--- src/clock_switch_pkg.sv ---
package clock_switch_pkg;

   // Register byte offsets on the bus
   localparam logic [7:0] CTRL_OFS = 8'h00;
   localparam logic [7:0] DIV_OFS = 8'h04;
   localparam logic [7:0] TRIM_OFS = 8'h08;

   // Register field positions and the trim width
   localparam int CUR_LSB = 12;
   localparam int NEW_LSB = 8;
   localparam int SELLOCK_BIT = 7;
   localparam int PLLLOCK_BIT = 5;
   localparam int FAIL_BIT = 3;
   localparam int SECONDARY_OSC_ENABLE_BIT = 1;
   localparam int REQ_BIT = 0;
   localparam int SYSDIV_LSB = 6;
   localparam int TRIM_W = 6;

   // Unlock keys, high byte then low byte
   localparam logic [7:0] KEY_HI_A = 8'h78;
   localparam logic [7:0] KEY_HI_B = 8'h9a;
   localparam logic [7:0] KEY_LO_A = 8'h46;
   localparam logic [7:0] KEY_LO_B = 8'h57;

   // Source select encodings
   localparam logic [2:0] SRC_FRC = 3'h0;
   localparam logic [2:0] SRC_FAST_RC_WITH_PLL = 3'h1;
   localparam logic [2:0] SRC_PRI = 3'h2;
   localparam logic [2:0] SRC_PRIPLL = 3'h3;
   localparam logic [2:0] SRC_SEC = 3'h4;
   localparam logic [2:0] SRC_LOW_POWER_RC = 3'h5;
   localparam logic [2:0] SRC_RSVD = 3'h6;
   localparam logic [2:0] SRC_FRCDIV = 3'h7;

   // Primary submodes
   localparam logic [1:0] PSUB_EC = 2'h0;
   localparam logic [1:0] PSUB_XT = 2'h1;
   localparam logic [1:0] PSUB_HS = 2'h2;

   // Misc constants
   localparam logic SWITCH_OFF_CFG = 1'h1;
   localparam logic [3:0] NEW_CLK_WAIT = 4'ha;
   localparam logic [4:0] POST_PLL_DIV = 5'h03;
   localparam logic [1:0] RESP_OKAY = 2'h0;
   localparam logic [1:0] RESP_SLVERR = 2'h2;

   // Prescaler code to divisor: 1,2,3,4,5,6,10,12
   function automatic logic [3:0] prescaleDivisor(input logic [2:0] code);
      logic [3:0] d;
      d = 4'h1;
      unique case (code)
         3'h6: d = 4'ha;
         3'h7: d = 4'hc;
         default: d = {1'h0, code} + 4'h1;
      endcase
      return d;
   endfunction

   // True for sources that run through the PLL
   function automatic logic usesPll(input logic [2:0] src);
      return (src == SRC_FAST_RC_WITH_PLL) || (src == SRC_PRIPLL);
   endfunction

   // Divisor of the 96 MHz PLL output for the system branch
   function automatic logic [4:0] sysDivisor(input logic [1:0] code);
      return POST_PLL_DIV << code;
   endfunction

endpackage

--- src/clock_switch_and_usb_pll.sv ---
// Overview of operation
// - Six-bit two's-complement fast RC trim value
// - Switch-mode bit 1 disables switching, monitor
// - Disabled: new select ignored, current shows powerup
// - Disabled: request bit ignores writes, stays 0
// - High byte needs keys 78h, 9Ah first
// - Low byte needs keys 46h, 57h first
// - Equal current and new sources aborts switch
// - Valid switch clears lock and fail flags
// - Enable target; wait start-up timer or lock
// - Wait ten new-clock cycles before changeover
// - Clear request, copy new into current
// - Old source off; keep low-power RC, secondary
// - Processor keeps running during the switch
// - Primary submode fixed by configuration only
// - USB clock present while USB enabled and PLL locked
// - Prescale to 4 MHz, 96 MHz PLL, /2
// - System branch /3 then 1,2,4,8
// - Prescaler chosen by three-bit configuration field
// - Three-bit source encodings as listed
// - Monitor on plus selection lock blocks switching
`timescale 1ns/1ps
`default_nettype none
module clock_switch_and_usb_pll
   import clock_switch_pkg::*;
(
   input wire logic mclk,
   input wire logic rst_b,
   input wire logic [31:0] awaddr,
   input wire logic awvalid,
   output logic awready,
   input wire logic [31:0] wdata,
   input wire logic [3:0] wstrb,
   input wire logic wvalid,
   output logic wready,
   output logic [1:0] bresp,
   output logic bvalid,
   input wire logic bready,
   input wire logic [31:0] araddr,
   input wire logic arvalid,
   output logic arready,
   output logic [31:0] rdata,
   output logic [1:0] rresp,
   output logic rvalid,
   input wire logic rready,
   input wire logic switchModeCfg,
   input wire logic [2:0] powerupSourceCfg,
   input wire logic [1:0] primarySubmodeCfg,
   input wire logic [2:0] pllPrescaleCfg,
   input wire logic watchdogEn,
   input wire logic usbEnable,
   input wire logic oscStartupDone,
   input wire logic pllLockIn,
   input wire logic newClkToggle,
   input wire logic clockFailIn,
   output logic [2:0] sysClkSel,
   output logic fastRcEn,
   output logic primaryOscEn,
   output logic secondaryOscEn,
   output logic lowPowerRcEn,
   output logic pllEn,
   output logic usbClkEn,
   output logic [5:0] trimValue,
   output logic [3:0] pllPrescaleDiv,
   output logic [4:0] sysClkDivisor
);

   typedef enum logic [3:0] {
      ST_IDLE = 4'h1,
      ST_READY = 4'h2,
      ST_COUNT = 4'h4,
      ST_DONE = 4'h8
   } sw_state_t;

   typedef enum logic [1:0] {
      KEY_NONE = 2'h0,
      KEY_FIRST = 2'h1,
      KEY_OPEN = 2'h2
   } key_state_t;

   // Straps caught while reset is held; they never change at run time
   logic switchOffCfg_ff;
   logic [2:0] powerupSrc_ff;
   logic [1:0] primarySub_ff;
   logic [2:0] prescaleCfg_ff;

   always_ff @(posedge mclk) begin
      if (!rst_b) begin
         switchOffCfg_ff <= switchModeCfg;
         powerupSrc_ff <= powerupSourceCfg;
         primarySub_ff <= primarySubmodeCfg;
         prescaleCfg_ff <= pllPrescaleCfg;
      end
   end

   // Three-stage synchronisers; a level counts once stages two and three agree
   logic [5:0] syncA_ff, syncB_ff, syncC_ff, clean_ff;
   wire logic [5:0] rawPins = {clockFailIn, newClkToggle, pllLockIn, oscStartupDone, usbEnable, watchdogEn};
   wire logic [5:0] nxt_clean = (syncB_ff & syncC_ff) | (clean_ff & (syncB_ff | syncC_ff));

   always_ff @(posedge mclk) begin
      if (!rst_b) begin
         syncA_ff <= 6'h00;
         syncB_ff <= 6'h00;
         syncC_ff <= 6'h00;
         clean_ff <= 6'h00;
      end else begin
         syncA_ff <= rawPins;
         syncB_ff <= syncA_ff;
         syncC_ff <= syncB_ff;
         clean_ff <= nxt_clean;
      end
   end

   wire logic wdogOn = clean_ff[0];
   wire logic usbOn = clean_ff[1];
   wire logic ostDone = clean_ff[2];
   wire logic pllLocked = clean_ff[3];
   wire logic newClkEdge = clean_ff[4] ^ nxt_clean[4];
   wire logic failRise = nxt_clean[5] & ~clean_ff[5];

   // one strap gates switching and the fail monitor
   wire logic switchEn = (switchOffCfg_ff != SWITCH_OFF_CFG);
   wire logic monitorEn = switchEn;

   // Bus write channel holding registers
   logic awHeld_ff, wHeld_ff, awready_ff, wready_ff, bvalid_ff;
   logic [7:0] awAddr_ff;
   logic [31:0] wData_ff;
   logic [3:0] wStrb_ff;
   logic [1:0] bresp_ff;
   wire logic awTake = awvalid & awready_ff;
   wire logic wTake = wvalid & wready_ff;
   wire logic doWrite = awHeld_ff & wHeld_ff & ~bvalid_ff;
   wire logic nxt_awHeld = doWrite ? 1'h0 : (awHeld_ff | awTake);
   wire logic nxt_wHeld = doWrite ? 1'h0 : (wHeld_ff | wTake);

   // Write decode on the low address byte; any upper address bit set makes the write unmapped
   wire logic wrCtrl = doWrite & (awAddr_ff == CTRL_OFS);
   wire logic wrDiv = doWrite & (awAddr_ff == DIV_OFS);
   wire logic wrTrim = doWrite & (awAddr_ff == TRIM_OFS);
   wire logic wrMapped = wrCtrl | wrDiv | wrTrim;
   wire logic wrHi = wrCtrl & wStrb_ff[1];
   wire logic wrLo = wrCtrl & wStrb_ff[0];
   wire logic [7:0] hiByte = wData_ff[15:8];
   wire logic [7:0] loByte = wData_ff[7:0];

   // Address and data are taken in either order; the answer follows both
   always_ff @(posedge mclk) begin
      if (!rst_b) begin
         awHeld_ff <= 1'h0;
         wHeld_ff <= 1'h0;
         awready_ff <= 1'h0;
         wready_ff <= 1'h0;
         bvalid_ff <= 1'h0;
         bresp_ff <= RESP_OKAY;
         awAddr_ff <= 8'h00;
         wData_ff <= 32'h0000_0000;
         wStrb_ff <= 4'h0;
      end else begin
         awHeld_ff <= nxt_awHeld;
         wHeld_ff <= nxt_wHeld;
         awready_ff <= ~nxt_awHeld;
         wready_ff <= ~nxt_wHeld;
         if (awTake) begin
            awAddr_ff <= (awaddr[31:8] == 24'h00_0000) ? awaddr[7:0] : 8'hff;
         end
         if (wTake) begin
            wData_ff <= wdata;
            wStrb_ff <= wstrb;
         end
         if (doWrite) begin
            bvalid_ff <= 1'h1;
            bresp_ff <= wrMapped ? RESP_OKAY : RESP_SLVERR;
         end else if (bready) begin
            bvalid_ff <= 1'h0;
         end
      end
   end

   // Unlock key trackers, one per control byte
   key_state_t hiKey_ff, loKey_ff, nxt_hiKey, nxt_loKey;
   wire logic hiOpen = (hiKey_ff == KEY_OPEN);
   wire logic loOpen = (loKey_ff == KEY_OPEN);

   // high byte keys; any other write breaks the sequence
   assign nxt_hiKey = !doWrite ? hiKey_ff :
                      (wrHi && !hiOpen && hiByte == KEY_HI_A) ? KEY_FIRST :
                      (wrHi && hiKey_ff == KEY_FIRST && hiByte == KEY_HI_B) ? KEY_OPEN : KEY_NONE;
   assign nxt_loKey = !doWrite ? loKey_ff :
                      (wrLo && !loOpen && loByte == KEY_LO_A) ? KEY_FIRST :
                      (wrLo && loKey_ff == KEY_FIRST && loByte == KEY_LO_B) ? KEY_OPEN : KEY_NONE;

   always_ff @(posedge mclk) begin
      if (!rst_b) begin
         hiKey_ff <= KEY_NONE;
         loKey_ff <= KEY_NONE;
      end else begin
         hiKey_ff <= nxt_hiKey;
         loKey_ff <= nxt_loKey;
      end
   end

   // protected fields change only on the write right after the keys
   wire logic hiCommit = wrHi & hiOpen;
   wire logic loCommit = wrLo & loOpen;

   // Control and status state
   sw_state_t state_ff, nxt_state;
   logic [2:0] curSrc_ff, newSrc_ff, tgtSrc_ff;
   logic request_ff, selLock_ff, secEnable_ff, pllLockFlag_ff, failFlag_ff;
   logic [3:0] clkCount_ff;
   logic [1:0] sysDiv_ff;
   logic [5:0] trim_ff;

   wire logic selFrozen = monitorEn & selLock_ff;
   // request ignored while switching is off
   wire logic reqSet = loCommit & loByte[REQ_BIT] & switchEn & ~selFrozen;
   wire logic idle = (state_ff == ST_IDLE);
   wire logic reqSame = idle & request_ff & (newSrc_ff == curSrc_ff);
   wire logic reqStart = idle & request_ff & (newSrc_ff != curSrc_ff) & (newSrc_ff != SRC_RSVD);
   wire logic reqBad = idle & request_ff & (newSrc_ff == SRC_RSVD);

   // crystal targets wait for start-up timer, PLL targets for lock
   wire logic tgtCrystal = (tgtSrc_ff == SRC_PRI || tgtSrc_ff == SRC_PRIPLL) &&
                           (primarySub_ff == PSUB_XT || primarySub_ff == PSUB_HS);
   wire logic tgtReady = (!tgtCrystal || ostDone) && (!usesPll(tgtSrc_ff) || pllLocked);
   wire logic countDone = newClkEdge && (clkCount_ff == NEW_CLK_WAIT - 4'h1);

   // Sequencer; the processor keeps running throughout, nothing here stalls the bus
   always_comb begin
      nxt_state = state_ff;
      unique case (state_ff)
         ST_IDLE: begin
            if (reqStart) begin
               nxt_state = ST_READY;
            end
         end
         ST_READY: begin
            if (tgtReady) begin
               nxt_state = ST_COUNT;
            end
         end
         ST_COUNT: begin
            if (countDone) begin
               nxt_state = ST_DONE;
            end
         end
         ST_DONE: begin
            nxt_state = ST_IDLE;
         end
         default: begin
            nxt_state = ST_IDLE;
         end
      endcase
   end

   always_ff @(posedge mclk) begin
      if (!rst_b) begin
         state_ff <= ST_IDLE;
      end else begin
         state_ff <= nxt_state;
      end
   end

   // count ten edges of the new clock once it is ready
   always_ff @(posedge mclk) begin
      if (!rst_b || state_ff != ST_COUNT) begin
         clkCount_ff <= 4'h0;
      end else if (newClkEdge) begin
         clkCount_ff <= clkCount_ff + 4'h1;
      end
   end

   // Target latched at start so a later select write cannot steer a switch in flight
   always_ff @(posedge mclk) begin
      if (!rst_b) begin
         tgtSrc_ff <= SRC_FRC;
      end else if (reqStart) begin
         tgtSrc_ff <= newSrc_ff;
      end
   end

   // with switching off the current source is the strap, new select is inert
   // copy new into current at changeover
   always_ff @(posedge mclk) begin
      if (!rst_b) begin
         curSrc_ff <= powerupSourceCfg;
      end else if (!switchEn) begin
         curSrc_ff <= powerupSrc_ff;
      end else if (state_ff == ST_DONE) begin
         curSrc_ff <= tgtSrc_ff;
      end
   end

   // new select stored as written; reset mirrors the strap
   always_ff @(posedge mclk) begin
      if (!rst_b) begin
         newSrc_ff <= powerupSourceCfg;
      end else if (hiCommit && !selFrozen) begin
         newSrc_ff <= hiByte[NEW_LSB - 8 +: 3];
      end
   end

   // held low while switching is off
   // cleared on success; a failed wait leaves it set for software to see
   always_ff @(posedge mclk) begin
      if (!rst_b || !switchEn) begin
         request_ff <= 1'h0;
      end else if (reqSet) begin
         request_ff <= 1'h1;
      end else if (reqSame || reqBad || state_ff == ST_DONE) begin
         request_ff <= 1'h0;
      end
   end

   // Selection lock is set-only; secondary enable is plain read-write
   always_ff @(posedge mclk) begin
      if (!rst_b) begin
         selLock_ff <= 1'h0;
         secEnable_ff <= 1'h0;
      end else if (loCommit) begin
         selLock_ff <= selLock_ff | loByte[SELLOCK_BIT];
         secEnable_ff <= loByte[SECONDARY_OSC_ENABLE_BIT];
      end
   end

   // lock flag cleared at switch start and whenever no PLL source is in use
   wire logic pllInUse = usesPll(curSrc_ff) || (!idle && usesPll(tgtSrc_ff));
   always_ff @(posedge mclk) begin
      if (!rst_b || reqStart || !pllInUse) begin
         pllLockFlag_ff <= 1'h0;
      end else begin
         pllLockFlag_ff <= pllLocked;
      end
   end

   // fail flag cleared at switch start; a new failure in that cycle still sets it
   always_ff @(posedge mclk) begin
      if (!rst_b) begin
         failFlag_ff <= 1'h0;
      end else if (failRise && monitorEn) begin
         failFlag_ff <= 1'h1;
      end else if (reqStart || (loCommit && !loByte[FAIL_BIT])) begin
         failFlag_ff <= 1'h0;
      end
   end

   // trim value is plain storage, bits above read zero
   always_ff @(posedge mclk) begin
      if (!rst_b) begin
         trim_ff <= 6'h00;
         sysDiv_ff <= 2'h0;
      end else begin
         if (wrTrim && wStrb_ff[0]) begin
            trim_ff <= wData_ff[TRIM_W-1:0];
         end
         if (wrDiv && wStrb_ff[0]) begin
            sysDiv_ff <= wData_ff[SYSDIV_LSB +: 2];
         end
      end
   end

   // Oscillator demand: current source, plus target while a switch is open
   wire logic [2:0] reqA = curSrc_ff;
   wire logic [2:0] reqB = idle ? curSrc_ff : tgtSrc_ff;
   // old source drops once current moves; keepers stay on
   wire logic needFrc = (reqA == SRC_FRC || reqA == SRC_FAST_RC_WITH_PLL || reqA == SRC_FRCDIV) ||
                        (reqB == SRC_FRC || reqB == SRC_FAST_RC_WITH_PLL || reqB == SRC_FRCDIV);
   wire logic needPri = (reqA == SRC_PRI || reqA == SRC_PRIPLL) || (reqB == SRC_PRI || reqB == SRC_PRIPLL);
   wire logic needSec = (reqA == SRC_SEC) || (reqB == SRC_SEC) || secEnable_ff;
   wire logic needLprc = (reqA == SRC_LOW_POWER_RC) || (reqB == SRC_LOW_POWER_RC) || wdogOn || monitorEn;
   // PLL held on while USB is enabled; USB clock also waits for PLL lock
   wire logic needPll = usesPll(reqA) || usesPll(reqB) || usbOn;

   // All block outputs registered
   always_ff @(posedge mclk) begin
      if (!rst_b) begin
         fastRcEn <= 1'h0;
         primaryOscEn <= 1'h0;
         secondaryOscEn <= 1'h0;
         lowPowerRcEn <= 1'h0;
         pllEn <= 1'h0;
         usbClkEn <= 1'h0;
         pllPrescaleDiv <= 4'h1;
         sysClkDivisor <= POST_PLL_DIV;
      end else begin
         fastRcEn <= needFrc;
         primaryOscEn <= needPri;
         secondaryOscEn <= needSec;
         lowPowerRcEn <= needLprc;
         pllEn <= needPll;
         usbClkEn <= usbOn & pllLocked;
         // prescaler brings primary to 4 MHz for the 96 MHz PLL
         pllPrescaleDiv <= prescaleDivisor(prescaleCfg_ff);
         // system branch divides by three, then by the chosen step
         sysClkDivisor <= sysDivisor(sysDiv_ff);
      end
   end

   assign sysClkSel = curSrc_ff;
   assign trimValue = trim_ff;

   // Read data assembly
   wire logic [31:0] ctrlRead = (32'h0000_0000 | ({29'h0, curSrc_ff} << CUR_LSB) | ({29'h0, newSrc_ff} << NEW_LSB)
                                | ({31'h0, selLock_ff} << SELLOCK_BIT) | ({31'h0, pllLockFlag_ff} << PLLLOCK_BIT)
                                | ({31'h0, failFlag_ff} << FAIL_BIT) | ({31'h0, secEnable_ff} << SECONDARY_OSC_ENABLE_BIT)
                                | ({31'h0, request_ff} << REQ_BIT));
   wire logic [31:0] divRead = {30'h0, sysDiv_ff} << SYSDIV_LSB;
   wire logic [31:0] trimRead = {26'h0, trim_ff};
   wire logic rdInRange = (araddr[31:8] == 24'h00_0000);
   wire logic rdCtrl = rdInRange && (araddr[7:0] == CTRL_OFS);
   wire logic rdDiv = rdInRange && (araddr[7:0] == DIV_OFS);
   wire logic rdTrim = rdInRange && (araddr[7:0] == TRIM_OFS);
   wire logic [31:0] rdMux = rdCtrl ? ctrlRead : rdDiv ? divRead : rdTrim ? trimRead : 32'h0000_0000;
   wire logic arTake = arvalid & arready;
   wire logic nxt_rvalid = arTake | (rvalid & ~rready);

   // One read in flight; answer one cycle after the address is taken
   always_ff @(posedge mclk) begin
      if (!rst_b) begin
         rvalid <= 1'h0;
         arready <= 1'h0;
         rdata <= 32'h0000_0000;
         rresp <= RESP_OKAY;
      end else begin
         rvalid <= nxt_rvalid;
         arready <= ~nxt_rvalid;
         if (arTake) begin
            rdata <= rdMux;
            rresp <= (rdCtrl | rdDiv | rdTrim) ? RESP_OKAY : RESP_SLVERR;
         end
      end
   end

   assign awready = awready_ff;
   assign wready = wready_ff;
   assign bvalid = bvalid_ff;
   assign bresp = bresp_ff;

endmodule
`default_nettype wire

--- config.mk ---
export PLATFORM = sky130hd
export DESIGN_NAME = clock_switch_and_usb_pll
export DESIGN_NICKNAME = d
export VERILOG_FILES = /design/src/clock_switch_pkg.sv /design/src/clock_switch_and_usb_pll.sv
export SDC_FILE = /design/constraint.sdc
export NUM_CORES = 1
export LEC_CHECK = 0
export ABC_AREA = 1
export BUFFER_PORTS_ARGS = -buffer_cell sky130_fd_sc_hd__buf_2
export CAP_MARGIN = 20
export CORE_MARGIN = 10
export CORE_UTILIZATION = 27
export DETAILED_ROUTE_END_ITERATION = 6
export PLACE_DENSITY = 0.6
export SETUP_SLACK_MARGIN = 0.05
export SYNTH_ARGS = -nofsm -noshare
export SYNTH_HDL_FRONTEND = slang
export SYNTH_SLANG_ARGS = --single-unit
--- constraint.sdc ---
create_clock -name mclk -period 1.45 [get_ports mclk]
set_input_delay 0.435 -clock mclk [delete_from_list [all_inputs] [get_ports mclk]]
set_output_delay 0.435 -clock mclk [all_outputs]
set_load 0.02 [all_outputs]
* Yosys cells after proc, flatten, opt, wreduce, memory -nomap -nowiden
Cells that the tools add are included.
** Word-level totals
- Logic and storage cells :: 241
- Bits in registers :: 151
- Input bits :: 122
** Cells by class
- Reductions and logical operators :: 69
- Equality and inequality tests :: 46
- Bitwise operators :: 51
- Shift-type cells :: 1
- Multiplexer cells :: 29
- $add $sub $neg :: 2
** Operator list (count)
- $logic_not A24 Y1 :: 2
- $logic_or A1 B1 Y1 :: 30
- $eq A3 B3 Y1 const B :: 9
- $and A1 B1 Y1 :: 24
- $eq A8 B7 Y1 const B :: 3
- $logic_and A1 B1 Y1 :: 20
- $eq A3 B2 Y1 const B :: 6
- $mux W3 :: 6
- $eq A8 B3 Y1 const B :: 2
- $eq A8 B4 Y1 const B :: 2
- $logic_not A8 Y1 :: 2
- $mux W8 :: 2
- $mux W15 :: 1
- $or A15 B1 Y15 :: 1
- $or A15 B11 Y15 :: 1
- $or A15 B2 Y15 :: 1
- $or A15 B4 Y15 :: 1
- $or A15 B6 Y15 :: 1
- $or A15 B8 Y15 :: 1
- $and A6 B6 Y6 :: 2
- $mux W2 :: 6
- $mux W4 :: 3
- $or A6 B6 Y6 :: 2
- $pmux W4 S3 :: 1
- other kinds (28) :: 69

* Logic depth before layout (Yosys ltp)
Gate-level depths: netlist (run 1).
- Depth after elaboration :: 9
- Gate-level depth with buffers :: 10
- Gate-level depth less buffers :: 10

* Least setup slack after synthesis (run 1)
OpenSTA, ideal clock, no wires.
- Path kind :: reg-to-reg
- From :: register bvalid_ff, in the netlist bvalid
- To :: register newSrc_ff[0] (enable)
- Arrival time :: 1161 ps
- Buffers on the path :: 0
- Setup time :: 344 ps
- Setup slack :: -56 ps
- Cell stages (with the launch flop) :: 6
- Path through :: dfxtp_1 > nor2_4 > nand2_4 > nor2_8 > nand3_1 > o21ai_0
** Between the ends
- Longest elaborated chain between the ends :: 7
** RTL lines
- start, declared :: RTL line clock_switch_and_usb_pll.sv:127 : logic awHeld_ff, wHeld_ff, awready_ff, wready_ff, bvalid_ff;
- start signal, assigned :: RTL line clock_switch_and_usb_pll.sv:155 : bvalid_ff <= 1'h0;
- start signal, assigned :: RTL line clock_switch_and_usb_pll.sv:173 : bvalid_ff <= 1'h1;
- start signal, assigned :: RTL line clock_switch_and_usb_pll.sv:176 : bvalid_ff <= 1'h0;
- $not A1 Y1 :: RTL line clock_switch_and_usb_pll.sv:134 : wire logic doWrite = awHeld_ff & wHeld_ff & ~bvalid_ff;
- $and A1 B1 Y1 :: RTL line clock_switch_and_usb_pll.sv:134
- $and A1 B1 Y1 :: RTL line clock_switch_and_usb_pll.sv:139 : wire logic wrCtrl = doWrite & (awAddr_ff == CTRL_OFS);
- $and A1 B1 Y1 :: RTL line clock_switch_and_usb_pll.sv:143 : wire logic wrHi = wrCtrl & wStrb_ff[1];
- $and A1 B1 Y1 :: RTL line clock_switch_and_usb_pll.sv:205 : wire logic hiCommit = wrHi & hiOpen;
- $logic_and A1 B1 Y1 :: RTL line clock_switch_and_usb_pll.sv:300 : end else if (hiCommit && !selFrozen) begin
- $ne A2 B1 Y1 (no source line)
- end signal, assigned :: RTL line clock_switch_and_usb_pll.sv:299 : newSrc_ff <= powerupSourceCfg;
- end signal, assigned :: RTL line clock_switch_and_usb_pll.sv:301 : newSrc_ff <= hiByte[NEW_LSB - 8 +: 3];
- end, declared :: RTL line clock_switch_and_usb_pll.sv:210 : logic [2:0] curSrc_ff, newSrc_ff, tgtSrc_ff;
Every way passes these cells.
A chain may end at the register's enable or synchronous reset.

* Worst setup path after layout (run 1)
- From :: register curSrc_ff[2], in the netlist sysClkSel[2]
- To :: output sysClkSel[2]
** RTL lines
- start, declared :: RTL line clock_switch_and_usb_pll.sv:210
- start signal, assigned :: RTL line clock_switch_and_usb_pll.sv:288 : curSrc_ff <= powerupSourceCfg;
- start signal, assigned :: RTL line clock_switch_and_usb_pll.sv:290 : curSrc_ff <= powerupSrc_ff;
- start signal, assigned :: RTL line clock_switch_and_usb_pll.sv:292 : curSrc_ff <= tgtSrc_ff;
- end, declared :: RTL line clock_switch_and_usb_pll.sv:56 : output logic [2:0] sysClkSel,
No word-level cell between the ends.

==> results of run 1 <==
state kept, by name, indices dropped and copies added (netlist names), 2 cells and up:
signal / flops
wData_ff: 16
rdata: 14
awAddr_ff: 8
clean_ff: 6
syncA_ff: 6
syncB_ff: 6
syncC_ff: 6
trimValue: 6
sysClkDivisor: 5
clkCount_ff: 4
pllPrescaleDiv: 4
state_ff: 4
newSrc_ff: 3
powerupSrc_ff: 3
prescaleCfg_ff: 3
sysClkSel: 3
tgtSrc_ff: 3
hiKey_ff: 2
loKey_ff: 2
primarySub_ff: 2
sysDiv_ff: 2
wStrb_ff: 2
cell type report:
type	instances	area, sq um
multi-input cells	463	2430
fillers	2122	12700
repair buffers	182	1140
diodes	2	5.00
well taps	270	338
flip-flops and latches	131	2790
inverters	102	385
clock buffers	19	443
clock inverters	13	92.6
layer usage:
layer	vias up	routed length, microns	track usage, %
li1	2654	-	-
met5	-	13	0
met1	2221	7180	14.3
met2	139	6760	16.8
met4	2	162	3.61
met3	8	1350	4.11
cells in the mapped netlist (all sizes together):
cell type / count / area, sq um
ha: 5 / 62.6
o21ai: 70 / 365
a21o: 1 / 7.51
nor4: 2 / 12.5
a21oi: 56 / 288
buf: 34 / 244
and3: 3 / 18.8
xnor2: 1 / 8.76
inv: 100 / 375
clkinv: 2 / 7.51
a21boi: 1 / 7.51
clkbuf: 10 / 37.5
conb: 1 / 3.75
o32ai: 1 / 8.76
nand2: 99 / 384
o31ai: 1 / 7.51
or2: 2 / 15.0
nand4: 13 / 87.6
edfxtp: 15 / 450
o311ai: 1 / 8.76
a211oi: 2 / 15.0
a31oi: 2 / 12.5
nand3: 42 / 245
dfxtp: 116 / 2320
nand3b: 3 / 22.5
nor3: 18 / 100
o21bai: 1 / 7.51
nor2: 116 / 484
o21a: 1 / 7.51
path summary, 6_finish.rpt:
kind / end / from
max: sysClkSel[2] / sysClkSel[2]
max reg2reg: state_ff[2] / sysClkSel[0]
min: prescaleCfg_ff[1] / pllPrescaleCfg[1]
min reg2reg: syncB_ff[2] / syncA_ff[2]
kinds of logic (layout without fill, tap and decap cells):
logic type               Yosys count  after routing  synth area share [%]
adder cells (fa/ha/maj)            5              5                  1.11
XOR/XNOR                           1              1                 0.156
flip-flops                       131            131                  49.4
buffers and inverters            146            316                  11.8
other                              1             22                0.0668
AO/OA/AOI/OAI                    137            137                  13.1
AND/OR/NAND/NOR                  298            300                  24.4
critical path, delay by kind of cell (launching register included):
family | cells | cell delay, ps
DFF | 1 | 420
buffers and inverters | 2 | 270
cells in the final DEF, fill, tap and decap left out, types with 3 or more instances in the layout:
master / Yosys / routed
dfxtp_1: 116 / 101
ha_1: 5 / 5
buf_6: 2 / 9
buf_12: 0 / 5
clkinvlp_4: 0 / 3
nand3_4: 2 / 6
nand4_1: 12 / 12
nor2_2: 1 / 3
inv_1: 97 / 96
nand3_2: 2 / 4
inv_2: 3 / 3
conb_1: 1 / 20
o21ai_1: 4 / 8
edfxtp_1: 15 / 15
clkinv_2: 0 / 5
nand2_1: 96 / 92
nor2_4: 4 / 5
and3_1: 3 / 3
clkbuf_16: 0 / 17
nor3_1: 16 / 16
nand2_2: 2 / 5
clkinv_1: 2 / 6
buf_4: 25 / 39
o21ai_2: 4 / 5
buf_2: 6 / 129
a21oi_1: 54 / 50
nor2_1: 110 / 107
dfxtp_2: 0 / 15
nand3_1: 38 / 34
nand3b_1: 3 / 3
o21ai_0: 62 / 55
a21oi_2: 2 / 5
power breakdown:
group          switching, mW  leakage, nW  total [mW]  internal, mW
logic                  0.912         2.08        1.52         0.612
clock network           1.54        0.258        3.90          2.36
registers              0.158         1.10        4.06          3.90
timing repair:
item	in CTS	in global routing
setup buffers	4	4
setup endpoints to repair	18	34
pin swaps	6	17
hold buffers	0	0
gates resized for setup	29	53
gates cloned	0	2
through the flow:
step	area, sq um	worst slack, ps
after floorplan	5690	67.1
after global placement	6750	-99.8
after detailed placement	6750	-116
after CTS	7410	-103
after global routing	7620	-123
final	7620	-78.2
==> run summary, run 1 <==
- **result of the run** complete, but fails checks
- **failing checks** setup timing
- **Ports** 187
- **sequence of cells on the critical path** buf_6 > buf_6
- **startpoint kind of the worst setup timing path** flip-flop
- **path depth of the worst reg2reg path** 10
- **grt ovf** 0
- **detailed-route via count** 5024
- **count of final hold-check violations** 0
- **register area share after synthesis** 49.4%
- **crit path kind** reg2out
- **CP most frequent cell** buf_6
- **Worst Path Required** 1020 ps
- **total design power** 9.48 mW
- **highest net fanout along the worst path** 2
- **non-filler instance count after layout** 1182
- **Floorplan Core Area** 0.0204 sq mm
- **core occupancy in the finished layout** 37.4%
- **die height** 164 microns
- **detailed-routing iteration count for the pre-antenna-repair pass** 5
- **Setup TNS Final** -219 ps
- **synthesized flop and latch total** 131
- **global-route usage over all layers** 11.1%
- **total standard cell area after synthesis** 0.00562 sq mm
- **die area** 0.0270 sq mm
- **WHS Path Cells** 1
- **num rows** 52
- **library cell contributing the largest single delay on the critical path** edfxtp_1
- **placed insts** 1138
- **Gate Count Post-Synth** 719
- **leakage** 3.45 nW
- **final max-slew violation count** 0
- **CP Data Arrival Time** 1090 ps
- **setup repair after global routing missed its margin** yes
- **clock transition at the registers of the reported paths** 60 ps
- **critical path capture point type** output pin
- **shortest clock period the worst path allows after layout** 1530 ps
- **via density per instance** 4.25
- **mean instance size in the synthesized netlist** 7.81 sq um
- **worst voltage drop across the vdd grid** 0.890 mV
- **largest net degree at the start of global routing** 52
- **number of global-route vias before repair** 4835
- **wire length of the first global-routing pass** 24.1 mm
- **maximum clock frequency** 654 MHz
- **Worst Setup Slack, final** -78.2 ps
- **number of nets in the finished design** 1024
- **Hold Worst Slack** 198 ps
- **Syn-to-layout area delta** 35.7%
- **DRC Markers** 0
- **Clock Latency Late Sink** 410 ps
- **initial antenna violation count** 3
- **sum of routed wire length over all layers** 15.5 mm
- **Initial DRC Count** 266
- **clock root cell** clkbuf_16
- **library cells used by synthesis** 46
- **layout cells sized above 1** 30.1%
- **Max-Cap Viols** 0
- **maximum root-to-sink buffer count** 2
- **ratio of final minimum period to clock period** 105%
- **number of setup violations in the final report** 3
- **slack of the worst reg-to-reg path** 50 ps
- **clock tree from TritonCTS** done
- **Routed wire per std cell** 13.1 microns
- **Worst Skew** 6.32 ps
- **number of levels in the clock H-tree** 4
- **port buffer count** 148
- **detailed placement HPWL** 11.7 mm
- **number of warnings reported in the yosys synthesis log** 0
- **maximum single-stage delay on the critical path** 420 ps
- **worst hold path type** in2reg
- **clk sinks** 131
- **number of buffers created by CTS** 17
- **antenna-violating nets left** 0
- **die extent in x** 164 microns
- **power density cells** 1240 mW/mm^2
- **effective utilization at floorplan** 27.6%
- **final weighted congestion in routability-driven placement** 0.804
Note: power is estimated with default switching activity, not from simulation.
==> run 2, diff against run 1 <==
CELL_PAD_IN_SITES_DETAIL_PLACEMENT = 0   (was unset)
CELL_PAD_IN_SITES_GLOBAL_PLACEMENT = 1   (was unset)
PLACE_DENSITY = 0.75   (was 0.6)
==> run 2 against run 1 <==
  * The run still ends with setup timing left
  * Worst setup slack got worse by 15 ps
  * Die area unchanged
  * Non-clock buffer count rose by 4
  * Clock power increased by 10%
  * Register-to-register slack worse by 100 ps
  * Sequential power is essentially flat
  * Core utilization down 0.12 points
  * Critical path depth unchanged
  * Clock skew hardly changed
  * Via count decreased by 1.4%
  * First-iteration DRC count fell by 8.6%
  * Wire length barely moved
  * Critical path type unchanged
  * Critical endpoint unchanged
  * Largest cell class unchanged
  * Highest routed layer is now met4
==> run summary, run 2 (synthesis results as in run 1) <==
- **result of the run** complete, but fails checks, unchanged
- **failing checks** setup timing, unchanged
- **placed insts** 1141, was 1138
- **FILL cells** 2144, was 2122
- **Largest register FFs** 16, unchanged
- **maximum clock frequency** 648 MHz, was 654 MHz
- **port buffer count** 148, unchanged
- **Worst Path Required** 1020 ps, about the same
- **leakage** 3.47 nW, was 3.45 nW
- **met3 Usage GRT** 3.28%, was 4.11%
- **ratio of final minimum period to clock period** 106%, was 105%
- **non-filler instance count after layout** 1182, unchanged
- **num rows** 52, unchanged
- **Routed wire per std cell** 13.1 microns, about the same
- **worst hold path type** in2reg, unchanged
- **number of buffers created by CTS** 17, unchanged
- **power density cells** 1300 mW/mm^2, was 1240 mW/mm^2
- **number of nets in the finished design** 1026, was 1024
- **startpoint kind of the worst setup timing path** flip-flop, unchanged
- **Ports** 187, unchanged
- **maximum root-to-sink buffer count** 2, unchanged
- **critical path capture point type** output pin, unchanged
- **Floorplan Core Area** 0.0204 sq mm, unchanged
- **Hold Worst Slack** 184 ps, was 198 ps
- **core occupancy in the finished layout** 37.3%, was 37.4%
- **Diodes inserted** 0, was 2
- **Initial DRC Count** 243, was 266
- **layout cells sized above 1** 28.6%, was 30.1%
- **highest net fanout along the worst path** 2, unchanged
- **largest net degree at the start of global routing** 53, was 52
- **clock root cell** clkbuf_16, unchanged
- **commonest cells after routing, fill and taps aside** 126 x buf_2, 110 x nor2_1, 106 x dfxtp_1, 96 x inv_1, 95 x nand2_1, was 129 x buf_2, 107 x nor2_1, 101 x dfxtp_1, 96 x inv_1, 92 x nand2_1
- **library cell contributing the largest single delay on the critical path** edfxtp_1, unchanged
- **detailed-route via count** 4952, was 5024
- **DRC Markers** 0, unchanged
- **grt peak-use layer** met2, unchanged
- **Max-Cap Viols** 0, unchanged
- **die extent in x** 164 microns, unchanged
- **final max-slew violation count** 0, unchanged
- **maximum single-stage delay on the critical path** 430 ps, was 420 ps
- **Clock Latency Late Sink** 420 ps, was 410 ps
- **grt ovf** 0, unchanged
- **number of setup violations in the final report** 4, was 3
- **CTS Hold Buffers Added** 0, unchanged
- **met2 layer usage reported by global route** 18.7%, was 16.8%
- **wire length of the first global-routing pass** 24.7 mm, was 24.1 mm
- **global-route usage over all layers** 11.5%, was 11.1%
- **Worst Skew** 6.76 ps, was 6.32 ps
- **detailed placement HPWL** 11.9 mm, was 11.7 mm
- **sum of routed wire length over all layers** 15.5 mm, about the same
- **number of global-route vias before repair** 4930, was 4835
- **final weighted congestion in routability-driven placement** 0.809, was 0.804
- **sequence of cells on the critical path** buf_6 > buf_6, unchanged
- **most common cell after layout, fill and taps aside** buf_2, unchanged
- **antenna-violating nets left** 0, unchanged
- **initial antenna violation count** 0, was 3
- **die area** 0.0270 sq mm, unchanged
- **worst voltage drop across the vdd grid** 0.792 mV, was 0.890 mV
- **detailed-routing iteration count for the pre-antenna-repair pass** 4, was 5
- **Syn-to-layout area delta** 35.2%, was 35.7%
- **via density per instance** 4.19, was 4.25
- **crit path kind** reg2out, unchanged
- **die height** 164 microns, unchanged
- **effective utilization at floorplan** 27.6%, unchanged
- **clock tree from TritonCTS** done, unchanged
- **count of final hold-check violations** 0, unchanged
- **number of levels in the clock H-tree** 4, unchanged
- **clock transition at the registers of the reported paths** 60 ps, about the same
- **global-route met1 utilization** 14.1%, was 14.3%
- **CP most frequent cell** buf_6, unchanged
- **total design power** 9.85 mW, was 9.48 mW
- **largest registers in the final layout** wData_ff (16), rdata (14), awAddr_ff (8), unchanged
- **clk sinks** 131, unchanged
- **shortest clock period the worst path allows after layout** 1540 ps, was 1530 ps
- **setup repair after global routing missed its margin** yes, unchanged
- **CP Data Arrival Time** 1110 ps, was 1090 ps
- **Worst Setup Slack, final** -93.4 ps, was -78.2 ps
- **Top reg by flops** wData_ff, unchanged
-- run 2: changes by cell type in the layout (fill, tap and decap cells not counted), moves of 3 or more --
cell      previous run  this run
buf_4               39        47
a21oi_2              5         2
a21oi_1             50        53
clkinv_2             5         2
clkinv_1             6         2
buf_2              129       126
nand2_1             92        95
nand3_4              6         3
dfxtp_2             15        10
nand2_2              5         2
dfxtp_1            101       106
clkinv_4             0         5
nor2_1             107       110
-- run 2: path summary, 6_finish.rpt --
path | depth (start not counted) | startpoint | slack (ps) | end
min | 1 | pllPrescaleCfg[2] | 180 | prescaleCfg_ff[2]
max reg2reg | 11 | sysClkSel[2] | -50 | state_ff[2]
min reg2reg | 2 | syncA_ff[3] | 410 | syncB_ff[3]
max | 2 | sysClkSel[2] | -90 | sysClkSel[2]
-- run 2: what timing repair did --
action,CTS,global route
endpoints found under the setup margin,16,39
resized for setup,32,26
setup buffers,4,5
pin swaps,5,4
-- run 2: worst max-delay path, delay by kind of cell, from the launching register on --
kind	cells	cell delay, ps
buffers and inverters	2	270
flip-flops	1	430
-- run 2: stage by stage --
stage	area (sq um)	TNS [ps]	setup WS [ps]
2_1_floorplan	5690	0	67.1
6_report	7600	-280	-93.4
3_5_place_dp	6770	-997	-90.7
5_1_grt	7600	-880	-145
3_3_place_gp	6770	-1160	-118
4_1_cts	7490	-369	-194
-- run 2: final cells by class --
class                      instances  area (sq um)  area share, %
clock inverter                    14           156           2.06
sequential                       131          2790           36.7
tap                              270           338           4.45
clock buffer                      18           439           5.78
inverter                         102           385           5.07
timing repair buffer             186          1170           15.4
multi-input combinational        461          2320           30.5
-- run 2: metal layers --
metal	up-vias	wire length [microns]
li1	2648	-
met1	2165	7130
met3	21	1010
met5	-	0
met2	118	7080
met4	0	229
-- run 2: power by group --
part / internal (mW) / total, mW / switching (mW) / leakage [nW]
logic: 0.618 / 1.52 / 0.900 / 2.08
registers: 3.89 / 4.04 / 0.146 / 1.10
clock network: 2.60 / 4.30 / 1.70 / 0.284
total: 7.11 / 9.85 / 2.75 / 3.47
==> run 3, diff against run 2 <==
CORE_UTILIZATION = 32   (was 27)
PLACE_DENSITY = 0.85   (was 0.75)
RECOVER_POWER = 100   (was unset)
SKIP_LAST_GASP = 1   (was unset)
==> run 3 against run 2 <==
  * The flow still finishes with violations (setup timing)
  * Core utilization is 6.0 points higher
  * Global-route usage is 0.91 points higher
  * Register-to-register slack better by 70 ps
  * Sequential power hardly changed
  * Wire length is 4.4% lower
  * Die area is 14% lower
  * Worst setup slack worse by 23 ps
  * Via count is 0.75% higher
  * Highest routed layer is now met5
==> run summary, run 3 (synthesis results as in run 1) <==
- **grt ovf** 0, unchanged
- **number of setup violations in the final report** 3, was 4
- **CP Data Arrival Time** 1130 ps, was 1110 ps
- **wire length of the first global-routing pass** 23.8 mm, was 24.7 mm
- **Met2 Wirelength** 6.49 mm, was 7.08 mm
- **Highest Signal Layer** met5, was met4
- **CTS Hold Buffers Added** 0, unchanged
- **critical path capture point type** output pin, unchanged
- **global-route usage over all layers** 12.4%, was 11.5%
- **failing checks** setup timing, unchanged
- **most common cell after layout, fill and taps aside** nor2_1, was buf_2
- **maximum single-stage delay on the critical path** 440 ps, was 430 ps
- **number of nets in the finished design** 1026, unchanged
- **number of global-route vias before repair** 4817, was 4930
- **Max-Cap Viols** 0, unchanged
- **initial antenna violation count** 1, was 0
- **placed insts** 1092, was 1141
- **Diodes inserted** 0, unchanged
- **Top reg by flops** wData_ff, unchanged
- **startpoint kind of the worst setup timing path** flip-flop, unchanged
- **DRC Markers** 0, unchanged
- **die area** 0.0233 sq mm, was 0.0270 sq mm
- **final weighted congestion in routability-driven placement** 0.789, was 0.809
- **Worst Setup Slack, final** -117 ps, was -93.4 ps
- **count of buffering cells on the critical path with inverters included** 2, unchanged
- **commonest cells after routing, fill and taps aside** 109 x nor2_1, 105 x dfxtp_1, 105 x buf_2, 96 x inv_1, 94 x nand2_1, was 126 x buf_2, 110 x nor2_1, 106 x dfxtp_1, 96 x inv_1, 95 x nand2_1
- **count of final hold-check violations** 0, unchanged
- **setup repair after global routing missed its margin** yes, unchanged
- **via density per instance** 4.39, was 4.19
- **Setup TNS Final** -292 ps, was -280 ps
- **worst voltage drop across the vdd grid** 0.980 mV, was 0.792 mV
- **maximum clock frequency** 638 MHz, was 648 MHz
- **die height** 153 microns, was 164 microns
- **ratio of final minimum period to clock period** 108%, was 106%
- **leakage** 3.41 nW, was 3.47 nW
- **num rows** 48, was 52
- **final max-slew violation count** 0, unchanged
- **slack of the worst reg-to-reg path** 20 ps, was -50 ps
- **antenna-violating nets left** 0, unchanged
- **crit path kind** reg2out, unchanged
- **Floorplan Core Area** 0.0172 sq mm, was 0.0204 sq mm
- **clock root cell** clkbuf_16, unchanged
- **number of buffers created by CTS** 17, unchanged
- **Hold Worst Slack** 193 ps, was 184 ps
- **Ports** 187, unchanged
- **sum of routed wire length over all layers** 14.8 mm, was 15.5 mm
- **total design power** 10.2 mW, was 9.85 mW
- **shortest clock period the worst path allows after layout** 1570 ps, was 1540 ps
- **detailed-route via count** 4989, was 4952
- **Largest register FFs** 16, unchanged
- **effective utilization at floorplan** 32.6%, was 27.6%
- **die extent in x** 153 microns, was 164 microns
- **highest net fanout along the worst path** 3, was 2
- **port buffer count** 148, unchanged
- **Initial DRC Count** 158, was 243
- **clock transition at the registers of the reported paths** 60 ps, about the same
- **category of cells accounting for the largest share of critical-path delay** flip-flops, unchanged
- **layout cells sized above 1** 27.6%, was 28.6%
- **detailed placement HPWL** 11.2 mm, was 11.9 mm
- **power density cells** 1360 mW/mm^2, was 1300 mW/mm^2
- **transition time at the pin with the least slew margin** 877 ps
- **largest registers in the final layout** wData_ff (16), rdata (14), awAddr_ff (8), unchanged
- **relative slew slack** 41.5%
- **Routed wire per std cell** 13.0 microns, was 13.1 microns
- **Clock Latency Late Sink** 420 ps, about the same
- **clock tree from TritonCTS** done, unchanged
- **library cell contributing the largest single delay on the critical path** edfxtp_1, unchanged
- **detailed-route wire length on metal 1** 6.92 mm, was 7.13 mm
- **result of the run** complete, but fails checks, unchanged
- **Syn-to-layout area delta** 32.9%, was 35.2%
- **non-filler instance count after layout** 1137, was 1182
- **Routed met3 length** 1.15 mm, was 1.01 mm
- **core occupancy in the finished layout** 43.3%, was 37.3%
- **largest net degree at the start of global routing** 56, was 53
- **Worst Path Required** 1020 ps, about the same
- **CP most frequent cell** buf_6, unchanged
- **sequence of cells on the critical path** buf_6 > buf_6, unchanged
- **number of levels in the clock H-tree** 4, unchanged
- **detailed-routing iteration count for the pre-antenna-repair pass** 4, unchanged
- **worst hold path type** in2reg, unchanged
- **Worst Skew** 5.87 ps, was 6.76 ps
- **clk sinks** 131, unchanged
- **maximum root-to-sink buffer count** 2, unchanged
-- run 3: through the flow --
step | cell area [sq um] | setup slack (ps)
floorplan | 5690 | 67.1
global placement | 6650 | -119
detailed placement | 6650 | -120
CTS | 7410 | -132
global route | 7460 | -157
finish | 7460 | -117
-- run 3: power by group --
| part | leakage, nW | switching [mW] | internal [mW] | total, mW |
|---|---|---|---|---|
| Clock | 0.316 | 1.58 | 3.13 | 4.71 |
| Combinational | 1.99 | 0.862 | 0.558 | 1.42 |
| Sequential | 1.10 | 0.136 | 3.90 | 4.03 |
| Total | 3.41 | 2.58 | 7.58 | 10.2 |
-- run 3: repair_timing --
item	in CTS	in global routing
cloned	0	1
pin swaps	1	12
resized for setup	23	35
setup buffers	5	7
setup endpoints to repair	16	29
-- run 3: cell type report --
type / instances / area [sq um]
Inverter: 102 / 388
Clock buffer: 21 / 493
Fill cell: 1772 / 9770
Multi-Input combinational cell: 462 / 2320
Clock inverter: 11 / 170
Timing Repair Buffer: 185 / 1030
Sequential cell: 131 / 2790
Tap cell: 225 / 282
-- run 3: final timing paths --
| check | start | to | cells after the start |
|---|---|---|---|
| hold reg to reg | syncA_ff[4] | syncB_ff[4] | 2 |
| setup / recovery | sysClkSel[0] | sysClkSel[0] | 2 |
| setup reg to reg | sysClkSel[0] | state_ff[2] | 9 |
| hold / removal | primarySubmodeCfg[0] | primarySub_ff[0] | 1 |
-- run 3: worst reg2reg max path, cell delays in order (launching register included) --
cell	delay (ps)
edfxtp_1	440
buf_4	180
inv_4	80
nand2_1	60
nand2_1	70
nand3_2	120
nand3_4	140
nand2_4	70
a21oi_1	120
nor2_1	50
-- run 3: layer usage --
| layer | track usage, % | vias to the layer above |
|---|---|---|
| met5 | 0 | - |
| met4 | 4.41 | 2 |
| met3 | 4.74 | 16 |
| met2 | 18.6 | 151 |
| met1 | 15.8 | 2178 |
| li1 | - | 2642 |
